File: src/design/rxc_defines.vh
// constants for the receive client word stream block
`ifndef RXC_DEFINES_VH
`define RXC_DEFINES_VH

// ------------------------------------------------------------
// bus geometry
// ------------------------------------------------------------
`define RXC_WORDS_100G     4
`define RXC_WORDS_40G      2
`define RXC_WORD_BYTES     8
`define RXC_EMPTY_BITS     3
`define RXC_FIFO_DEPTH     4
`define RXC_FIFO_AW        2

// ------------------------------------------------------------
// client bus rates in kHz (390.625 MHz and 312.5 MHz)
// ------------------------------------------------------------
`define RXC_FREQ_100G_KHZ  32'h0005_f5e1
`define RXC_FREQ_40G_KHZ   32'h0004_c4b4

// ------------------------------------------------------------
// control characters on the lane stream
// ------------------------------------------------------------
`define RXC_CH_START       8'hfb
`define RXC_CH_TERM        8'hfd
`define RXC_CH_IDLE        8'h07
`define RXC_CTRL_ALL       8'hff

// ------------------------------------------------------------
// offset from terminate back to the last kept byte
// ------------------------------------------------------------
`define RXC_END_OFS_KEEP   4'h1
`define RXC_END_OFS_STRIP  4'h5
`define RXC_LAST_LANE      4'h7

`endif

File: src/design/rxc_lane.v
// per-word lane scanner: finds start and terminate characters
`timescale 1ns/1ps
`include "rxc_defines.vh"

module rxc_lane (
    // one 8-byte word and its control flags
    input  wire [63:0] word_d,
    input  wire [7:0]  word_c,
    // scan results
    output wire        is_start,
    output reg         has_term,
    output reg  [2:0]  term_lane
);

    integer k;

    // start character sits in lane 0 of the preamble word
    assign is_start = word_c[0] && (word_d[7:0] == `RXC_CH_START);

    // lowest lane holding a terminate wins
    always @* begin
        has_term  = 1'b0;
        term_lane = 3'h0;
        for (k = 7; k >= 0; k = k - 1) begin
            if (word_c[k] && (word_d[k*8 +: 8] == `RXC_CH_TERM)) begin
                has_term  = 1'b1;
                term_lane = k[2:0];
            end
        end
    end

endmodule

File: src/design/rxc_fifo.v
// small synchronous fifo with valid/ready on both sides
`timescale 1ns/1ps
`include "rxc_defines.vh"

module rxc_fifo #(
    parameter WIDTH = 288,
    parameter DEPTH = `RXC_FIFO_DEPTH,
    parameter AW    = `RXC_FIFO_AW
) (
    // clock and reset
    input  wire             clock,
    input  wire             resetn,
    // fill side
    input  wire             wr_valid,
    output wire             wr_ready,
    input  wire [WIDTH-1:0] wr_data,
    // drain side
    output wire             rd_valid,
    input  wire             rd_ready,
    output wire [WIDTH-1:0] rd_data
);

    reg [WIDTH-1:0] mem [0:DEPTH-1];
    reg [AW:0]      wr_ptr_r;
    reg [AW:0]      rd_ptr_r;
    wire            full;
    wire            empty;
    wire            do_wr;
    wire            do_rd;

    // extra pointer bit tells full from empty
    assign empty    = (wr_ptr_r == rd_ptr_r);
    assign full     = (wr_ptr_r[AW] != rd_ptr_r[AW]) &&
                      (wr_ptr_r[AW-1:0] == rd_ptr_r[AW-1:0]);
    assign wr_ready = !full;
    assign rd_valid = !empty;
    assign do_wr    = wr_valid && !full;
    assign do_rd    = rd_ready && !empty;
    assign rd_data  = mem[rd_ptr_r[AW-1:0]];

    // storage write
    always @(posedge clock) begin
        if (do_wr) begin
            mem[wr_ptr_r[AW-1:0]] <= wr_data;
        end
    end

    // pointers
    always @(posedge clock or negedge resetn) begin
        if (!resetn) begin
            wr_ptr_r <= {(AW+1){1'b0}};
            rd_ptr_r <= {(AW+1){1'b0}};
        end else begin
            if (do_wr) begin
                wr_ptr_r <= wr_ptr_r + 1'b1;
            end
            if (do_rd) begin
                rd_ptr_r <= rd_ptr_r + 1'b1;
            end
        end
    end

endmodule

File: src/design/rxc_stream.v
// receive client word stream: marks start, end and empty bytes
`timescale 1ns/1ps
`include "rxc_defines.vh"

module rxc_stream #(
    parameter W = `RXC_WORDS_100G,
    parameter FIFO_DEPTH = `RXC_FIFO_DEPTH,
    parameter FIFO_AW    = `RXC_FIFO_AW
) (
    // clock and reset
    input  wire           clock,
    input  wire           resetn,
    // mode pins
    input  wire           preamble_pass,
    input  wire           crc_strip,
    input  wire           drain_hold,
    // lane stream from the decoder
    input  wire           in_valid,
    output wire           in_ready,
    input  wire [W*64-1:0] in_d,
    input  wire [W*8-1:0]  in_c,
    // client word bus
    output reg  [W*64-1:0] dout_d,
    output reg  [W*8-1:0]  dout_c,
    output reg  [W-1:0]    dout_sop,
    output reg  [W-1:0]    dout_eop,
    output reg  [W*3-1:0]  dout_eop_empty,
    output reg             dout_valid
);

    // --------------------------------------------------------
    // widths
    // --------------------------------------------------------
    localparam DW = W * 64;
    localparam CW = W * 8;
    localparam EW = W * 3;
    localparam FW = DW + CW;

    // --------------------------------------------------------
    // mode pin synchronisers
    // --------------------------------------------------------
    reg  pre_pass_m_r;
    reg  pre_pass_s_r;
    reg  crc_strip_m_r;
    reg  crc_strip_s_r;

    // two flops each on preamble_pass and crc_strip before any logic reads them; drain_hold is read directly
    always @(posedge clock or negedge resetn) begin
        if (!resetn) begin
            pre_pass_m_r  <= 1'b0;
            pre_pass_s_r  <= 1'b0;
            crc_strip_m_r <= 1'b0;
            crc_strip_s_r <= 1'b0;
        end else begin
            pre_pass_m_r  <= preamble_pass;
            pre_pass_s_r  <= pre_pass_m_r;
            crc_strip_m_r <= crc_strip;
            crc_strip_s_r <= crc_strip_m_r;
        end
    end

    // --------------------------------------------------------
    // input fifo
    // --------------------------------------------------------
    wire          hd_valid;
    wire          hd_ready;
    wire [FW-1:0] hd_data;
    wire [DW-1:0] hd_d;
    wire [CW-1:0] hd_c;
    wire          adv;

    // drain only while not held; hold makes the fifo fill up
    assign hd_ready = !drain_hold;
    assign adv      = hd_valid && hd_ready;
    assign hd_d     = hd_data[DW-1:0];
    assign hd_c     = hd_data[FW-1:DW];

    rxc_fifo #(
        .WIDTH (FW),
        .DEPTH (FIFO_DEPTH),
        .AW    (FIFO_AW)
    ) u_fifo (
        .clock    (clock),
        .resetn   (resetn),
        .wr_valid (in_valid),
        .wr_ready (in_ready),
        .wr_data  ({in_c, in_d}),
        .rd_valid (hd_valid),
        .rd_ready (hd_ready),
        .rd_data  (hd_data)
    );

    // --------------------------------------------------------
    // lane scan of the fifo head
    // --------------------------------------------------------
    wire [W-1:0]  hd_start;
    wire [W-1:0]  hd_term;
    wire [EW-1:0] hd_lane;

    genvar g;
    generate
        for (g = 0; g < W; g = g + 1) begin : g_scan
            rxc_lane u_lane (
                .word_d    (hd_d[g*64 +: 64]),
                .word_c    (hd_c[g*8 +: 8]),
                .is_start  (hd_start[g]),
                .has_term  (hd_term[g]),
                .term_lane (hd_lane[g*3 +: 3])
            );
        end
    endgenerate

    // --------------------------------------------------------
    // look-ahead stage: one cycle of words held back
    // --------------------------------------------------------
    reg  [DW-1:0] s1_d_r;
    reg  [CW-1:0] s1_c_r;
    reg  [W-1:0]  s1_start_r;
    reg  [W-1:0]  s1_term_r;
    reg  [EW-1:0] s1_lane_r;
    reg           start_last_r;

    // the end of a frame may only show in the next word, so the
    // stage waits for the following fifo word before it goes out
    always @(posedge clock or negedge resetn) begin
        if (!resetn) begin
            s1_d_r       <= {W{{`RXC_WORD_BYTES{`RXC_CH_IDLE}}}};
            s1_c_r       <= {W{`RXC_CTRL_ALL}};
            s1_start_r   <= {W{1'b0}};
            s1_term_r    <= {W{1'b0}};
            s1_lane_r    <= {EW{1'b0}};
            start_last_r <= 1'b0;
        end else if (adv) begin
            s1_d_r       <= hd_d;
            s1_c_r       <= hd_c;
            s1_start_r   <= hd_start;
            s1_term_r    <= hd_term;
            s1_lane_r    <= hd_lane;
            start_last_r <= s1_start_r[W-1];
        end
    end

    // --------------------------------------------------------
    // end offset: back one byte, or five when the crc goes
    // --------------------------------------------------------
    wire [3:0] end_ofs;

    assign end_ofs = crc_strip_s_r ? `RXC_END_OFS_STRIP
                                   : `RXC_END_OFS_KEEP;

    // --------------------------------------------------------
    // per-word marking
    // --------------------------------------------------------
    wire [W-1:0]  sop_nxt;
    wire [W-1:0]  eop_nxt;
    wire [EW-1:0] empty_nxt;
    wire [DW-1:0] d_nxt;
    wire [CW-1:0] c_nxt;

    generate
        for (g = 0; g < W; g = g + 1) begin : g_mark
            wire       nx_term;
            wire [3:0] nx_lane;
            wire [3:0] own_lane;
            wire       own_hit;
            wire       nx_hit;
            wire [3:0] emp4;
            wire       prev_start;
            wire       drop_pre;

            // the word after this one: next in stage, or fifo head
            if (g == W - 1) begin : g_edge
                assign nx_term    = hd_term[0];
                assign nx_lane    = {1'b0, hd_lane[2:0]};
            end else begin : g_mid
                assign nx_term    = s1_term_r[g+1];
                assign nx_lane    = {1'b0, s1_lane_r[(g+1)*3 +: 3]};
            end

            // the word before this one: previous stage word at 0
            if (g == 0) begin : g_first
                assign prev_start = start_last_r;
            end else begin : g_rest
                assign prev_start = s1_start_r[g-1];
            end

            assign own_lane = {1'b0, s1_lane_r[g*3 +: 3]};

            // last kept byte falls in this word, from its own
            // terminate or from one early in the next word
            assign own_hit  = s1_term_r[g] && (own_lane >= end_ofs);
            assign nx_hit   = !s1_term_r[g] && nx_term &&
                              (nx_lane < end_ofs);
            assign eop_nxt[g] = adv && (own_hit || nx_hit);

            // empty bytes after the last kept byte; zero elsewhere
            assign emp4 = own_hit ? (`RXC_LAST_LANE + end_ofs - own_lane)
                        : nx_hit  ? (end_ofs - 4'h1 - nx_lane)
                        : 4'h0;
            assign empty_nxt[g*3 +: 3] = adv ? emp4[2:0] : 3'h0;

            // start marker: preamble word, or the word after it
            assign sop_nxt[g] = adv && (pre_pass_s_r ? s1_start_r[g]
                                                     : prev_start);

            // without pass-through the preamble word turns to idle
            assign drop_pre = !pre_pass_s_r && s1_start_r[g];
            assign d_nxt[g*64 +: 64] = drop_pre
                ? {`RXC_WORD_BYTES{`RXC_CH_IDLE}}
                : s1_d_r[g*64 +: 64];
            // in pass-through the start byte keeps its flag, preamble and sfd stay data; otherwise all eight flags are set
            assign c_nxt[g*8 +: 8] = drop_pre ? `RXC_CTRL_ALL
                                              : s1_c_r[g*8 +: 8];
        end
    endgenerate

    // --------------------------------------------------------
    // client output registers
    // --------------------------------------------------------
    // every output is a flop on the receive mac clock, which runs
    // at the client bus rate of the chosen width; the client
    // takes each word with no way to push back
    always @(posedge clock or negedge resetn) begin
        if (!resetn) begin
            dout_d         <= {W{{`RXC_WORD_BYTES{`RXC_CH_IDLE}}}};
            dout_c         <= {W{`RXC_CTRL_ALL}};
            dout_sop       <= {W{1'b0}};
            dout_eop       <= {W{1'b0}};
            dout_eop_empty <= {EW{1'b0}};
            dout_valid     <= 1'b0;
        end else begin
            dout_sop       <= sop_nxt;
            dout_eop       <= eop_nxt;
            dout_eop_empty <= empty_nxt;
            dout_valid     <= adv;
            if (adv) begin
                dout_d     <= d_nxt;
                dout_c     <= c_nxt;
            end
        end
    end

endmodule

File: config.mk
export PLATFORM = sky130hd
export DESIGN_NAME = rxc_stream
export DESIGN_NICKNAME = d
export VERILOG_FILES = /design/src/design/rxc_lane.v /design/src/design/rxc_fifo.v /design/src/design/rxc_stream.v
export VERILOG_INCLUDE_DIRS = /design/src /design/src/design
export SDC_FILE = /design/constraint.sdc
export NUM_CORES = 2
export LEC_CHECK = 0
export ABC_AREA = 1
export BUFFER_PORTS_ARGS = -buffer_cell sky130_fd_sc_hd__buf_2
export CAP_MARGIN = 40
export CORE_UTILIZATION = 40
export CTS_BUF_LIST = sky130_fd_sc_hd__clkbuf_8
export CTS_CLUSTER_SIZE = 30
export DETAILED_ROUTE_END_ITERATION = 8
export PLACE_DENSITY = 0.59
export SLEW_MARGIN = 30
export SYNTH_ARGS = -nofsm -noshare
export SYNTH_HDL_FRONTEND = slang
export SYNTH_SLANG_ARGS = --single-unit
export TNS_END_PERCENT = 10
File: constraint.sdc
create_clock -name clock -period 38.6 [get_ports clock]
set_input_delay 3.86 -clock clock [delete_from_list [all_inputs] [get_ports clock]]
set_output_delay 3.86 -clock clock [all_outputs]
set_load 0.02 [all_outputs]
# Yosys cells after proc, flatten, opt, wreduce, memory -nomap -nowiden
# Memory sizes are Yosys's and may differ from the RTL's.
# Cells that the tools add are included.
# totals
mem_bits_ro,0
regBits,628
latchBits,0
n_memories,1
word_cells,244
out_inout_bits,310
mem_bits_rw,1152
# classes
multipliers,0
n_mux,91
n_addsub,12
n_shift,0
n_eq_ne,39
n_bitwise,0
order_cmp,8
div,0
n_reduce_logical,75
# memory_table
name,words,word_bits,rd,rd_clocked_by_memory_dff,wr,line_no,rtl
u_fifo.mem,4,288,1,0,1,rxc_fifo.v:23,reg [WIDTH-1:0] mem [0:DEPTH-1];
# op_table
cell,n
"equality test 8 bit, second input constant",36
2-to-1 mux 64 bit,4
2-to-1 mux 3 bit,45
logical AND 1 bit,63
2-to-1 mux 1 bit,38
2-to-1 mux 8 bit,4
subtractor 3 bit,8
>= comparator 3 bit,4
less-than comparator 3 bit,4
zero test 1 bit,8
"adder 3 x 1 -> 3 bit, second input constant",2
logical OR 1 bit,4
"adder 3 bit, first input constant",1
equality test 3 bit,1
"subtractor 3 x 1 -> 3 bit, second input constant",1
equality test 2 bit,1
!= test 1 bit,1

# Logic depth before layout (Yosys ltp)
# An unclocked memory read counts as a cell.
# depth
word_depth,16
mapped_depth,22

# Cells and area by module
# From an unflattened synthesis, not the netlist that was laid out.
# unflattened
hier_cells,5797
hier_area_um2,68530.7
# by_module_without_submodules
module,cells_per_inst,area_per_inst_um2,seq_area_each_um2,n_inst
rxc_fifo,2843,42739.7,34743.3,1
rxc_stream,2694,24559.8,15885.2,1
rxc_lane,65,307.8,0.0,4

# Worst setup path before layout
# OpenSTA, ideal clock, no wires.
# synth_timing
kind,input port to flip-flop
start,input in_valid
end,memory u_fifo.mem[3][0] (enable)
path_slack_ns,21.645
path_buffers,0
path_stages,2
setup_ns,0.947
arrival_ns,16.008
path_cell_list,nand2_1 nor2_1
# synth_between
elab_chain_len,3
# synth_lines
element,line_no,rtl
start: declaration,rxc_stream.v:18,"input wire in_valid,"
logical AND 1 bit,rxc_fifo.v:37,assign do_wr = wr_valid && !full;
2-to-1 mux 1 bit,rxc_fifo.v:43,if (do_wr) begin
2-to-1 mux 1 bit (not written as such),rxc_fifo.v:44,mem[wr_ptr_r[AW-1:0]] <= wr_data;
end: declaration,rxc_fifo.v:23,
# Every way passes these cells.

# Worst setup path after layout
# layout_timing
start,input drain_hold
end,register s1_d_r[159]
# layout_between
elab_chain_len,2
# layout_lines
element,line_no,rtl
start: declaration,rxc_stream.v:16,"input wire drain_hold,"
zero test 1 bit,rxc_stream.v:73,assign hd_ready = !drain_hold;
logical AND 1 bit,rxc_stream.v:74,assign adv = hd_valid && hd_ready;
end signal: assignment,rxc_stream.v:127,s1_d_r <= {W{{`RXC_WORD_BYTES{`RXC_CH_IDLE}}}};
end: declaration,rxc_stream.v:116,reg [DW-1:0] s1_d_r;
# Every way passes these cells.
# A chain may end at the register's enable or synchronous reset.

==> flow_metrics.py <==
metrics = {
    "pwr": {
        "intPower_uw": 4259,
        "power.net_switching_uw": 2605,
        "leakage_uw": 0.03230,
        "clkPwrFrac_pct": 24.2,
        "p_sw_share_pct": 37.95,
        "pwr-share-seq_pct": 43.6,
        "power_frac_comb_pct": 32.2,
        "power.density_nw_per_um2": 85.28,
        "ir_worst_vdd_uv": 54.92,
    },
    "yosys": {
        "synth_cells": 5791,
        "synth_flop_cell": "edfxtp_1",
        "yosys_register_bits": 1780,
        "yosys_warnings": 0,
        "syn-num-nets": 6104,
        "async_flop_share_pct": 35.28,
        "yosysSeqAreaShare_pct": 73.33,
        "netlist_area_um2": 69040,
        "synth_edf_count": 1152,
        "ys_types": 44,
        "syn_area_per_cell_um2": 11.92,
    },
    "die": {
        "die_w_um": 417.5,
        "initial_utilization_pct": 40.25,
        "rows": 152,
        "core-area_um2": 171500,
        "dieArea_um2": 174300,
        "pin_count": 604,
        "dieHeight_um": 417.5,
    },
    "critical_path": {
        "crit_buf_inv": 7,
        "ff2ff_path_depth": 11,
        "max_stage_delay_ns": 0.71,
        "worstSetupEndpointType": "register",
        "cp_top_family": "buffers and inverters",
        "cp_max_fo": 211,
        "criticalPathCategory": "primary input to register",
        "path_depth": 9,
        "startpoint_type": "primary input",
        "slowest_stage": "buf_6",
        "worstPathArrival_ns": 7.96,
        "required_ns": 39.48,
        "cp_cell_sequence": "buf_2, inv_1, nand2_4, buf_12, buf_4, buf_12, buf_6, buf_4, o21ai_0",
    },
    "sta": {
        "setup_tns_ns": 0,
        "holdWs_ns": 0.3339,
        "post-route-period-util_pct": 18.36,
        "rsz0062_at_grt": "no",
        "maxSlewHeadroom_pct": 26.72,
        "hold_viol": 0,
        "max_freq_mhz": 141.1,
        "tightest_slew_ns": 1.099,
        "finalSetupViolations": 0,
        "finClkSkew_ns": 0.07416,
        "finalMaxSlewViolations": 0,
        "min_period_ns": 7.086,
    },
    "cells_and_area": {
        "fin_util_pct": 46.92,
        "syn_to_final_growth_pct": 16.57,
        "drive_gt1_share_pct": 20.74,
        "finalNonFillerCells": 9048,
        "design_area_um2": 80480,
        "nNetsFinal": 6764,
        "final_common_cell": "nand2_1",
        "layout_common_cells": "nand2_1 (1,583), edfxtp_1 (1,152), o21ai_0 (734)",
    },
    "grt": {
        "grt_pass1_wl_um": 296700,
        "grt_usage_pct": 23.13,
        "grt_pass1_vias": 44110,
        "antenna_found_initial": 112,
        "grt_max_degree": 212,
        "overflow": 0,
    },
    "clocking": {
        "cts_setup_buffers": 0,
        "ctsResizeCount": 0,
        "clock-root-buffer": "clkbuf_8",
        "clock_latency_ns": 1.04,
        "cts_tree": "built",
        "cts_made_buffers": 318,
        "clk_pin_slew_ns": 0.06,
        "cts_buffer_depth": 4,
        "cts_num_sinks": 1780,
        "h-tree-depth": 5,
        "ctsHoldBuffers": 0,
    },
    "placed_design": {
        "port_buffers": 603,
        "place_congestion": 0.8369,
        "dp_hpwl_um": 132400,
        "placed_cells": 8433,
        "dpl_cell_area_um2": 74170,
    },
    "route": {
        "vias_per_cell": 5.077,
        "wl_per_cell_um": 22.66,
        "drt_iter0_drc": 3580,
        "remaining_drc_errors": 0,
        "drt_pre_antenna_iters": 5,
        "via_count": 45930,
        "drt-total-wl_um": 205000,
        "ant_nets": 0,
    },
    "min_path": {
        "worstHoldPathType": "register to register",
        "hold_depth": 0,
    },
    "run_status": {
        "status": "finished clean",
    },
    "run": {
        "cap_violations": 0,
    },
}
## stage by stage
step | total power (uW) | worst slack [ns]
after floorplan | 4563 | 21.65
after global placement | 5182 | 29.86
after detailed placement | 5250 | 30.51
after CTS | 6931 | 31.59
after global routing | 7279 | 31.10
final | 6864 | 31.51
## synth_stat cells, types with 17 or more instances
master    number  area, um2
o22a_1        17      148.9
nand2_1     1584       5946
nand3_1      126      630.6
o21ai_0      734       3674
nand4_1       22      137.6
o22ai_1       93      581.8
buf_4         56      420.4
buf_6         20      225.2
dfstp_2      256       6726
buf_2        166      830.8
dfrtp_1      372       9309
ha_1          19      237.7
a21oi_1      147      735.7
clkbuf_1     104      390.4
a32oi_1       55      481.7
a31oi_1       24      150.1
edfxtp_1    1152      34590
a32o_1        59      590.6
inv_1        197      739.5
nor2_1       511       1918
## routing by layer
metal | vias up | GRT usage (%) | routed length, um
met1 | 22680 | 28.67 | 83890
met4 | 36 | 11.26 | 9105
met3 | 439 | 5.252 | 11530
met2 | 1295 | 38.19 | 100300
li1 | 21480 | - | -
met5 | - | 0 | 236
## area by class of cell
class / instances / area [um2]
diodes: 41 / 102.6
clock buffers: 367 / 5051
clock inverters: 199 / 948.4
fillers: 15840 / 91060
inverters: 201 / 789.5
multi-input cells: 3459 / 15840
flip-flops and latches: 1780 / 50640
well taps: 2310 / 2890
repair buffers: 691 / 4225
## state kept, by name, indices dropped and copies added, names as in the netlist, 3 cells and up
register	cells
s1_lane_r	12
s1_d_r	256
dout_eop_empty	12
dout_c	32
s1_term_r	4
u_fifo.wr_ptr_r	3
s1_start_r	4
u_fifo.rd_ptr_r	3
u_fifo.mem	1152
dout_eop	4
dout_sop	4
dout_d	256
s1_c_r	32
## worst paths after layout
kind                       slack, ns             to                from
hold / removal                  0.33  crc_strip_s_r       crc_strip_m_r
max in group asynchronous      33.40     dout_d[32]              resetn
hold reg to reg                 0.33  crc_strip_s_r       crc_strip_m_r
min in group asynchronous       2.82    dout_d[221]              resetn
setup reg to reg               32.63    s1_d_r[159]  u_fifo.rd_ptr_r[0]
setup / recovery               31.51    s1_d_r[159]          drain_hold
## cells by family (layout without fill, tap and decap cells)
| kind of cell | count (synthesis) | after routing | synth area share [%] |
|---|---|---|---|
| xor+xnor | 10 | 10 | 0.1268 |
| mux | 1 | 1 | 0.01631 |
| buf+inv | 552 | 1458 | 3.827 |
| other cells | 0 | 41 | 0 |
| simple gates | 2262 | 2262 | 12.68 |
| compound gates | 1167 | 1167 | 9.681 |
| flops | 1780 | 1780 | 73.33 |
| fa+ha+maj | 19 | 19 | 0.3443 |
## power groups by stage
stage | clock network (uW) | logic, uW | registers [uW]
floorplan | 0 | 1310 | 3250
CTS | 1710 | 2230 | 3000
global route | 1790 | 2440 | 3050
detailed placement | 0 | 2230 | 3030
finish | 1660 | 2210 | 2990
global placement | 0 | 2160 | 3020
## worst register-to-register path, delay by kind of cell (launching register included)
kind	cells	cell delay [ns]
buffers and inverters	6	3.83
and+or+nand+nor	3	0.80
DFF	1	0.77
AOI/OAI and AO/OA	2	0.44
(Power assumes the default switching activity.)
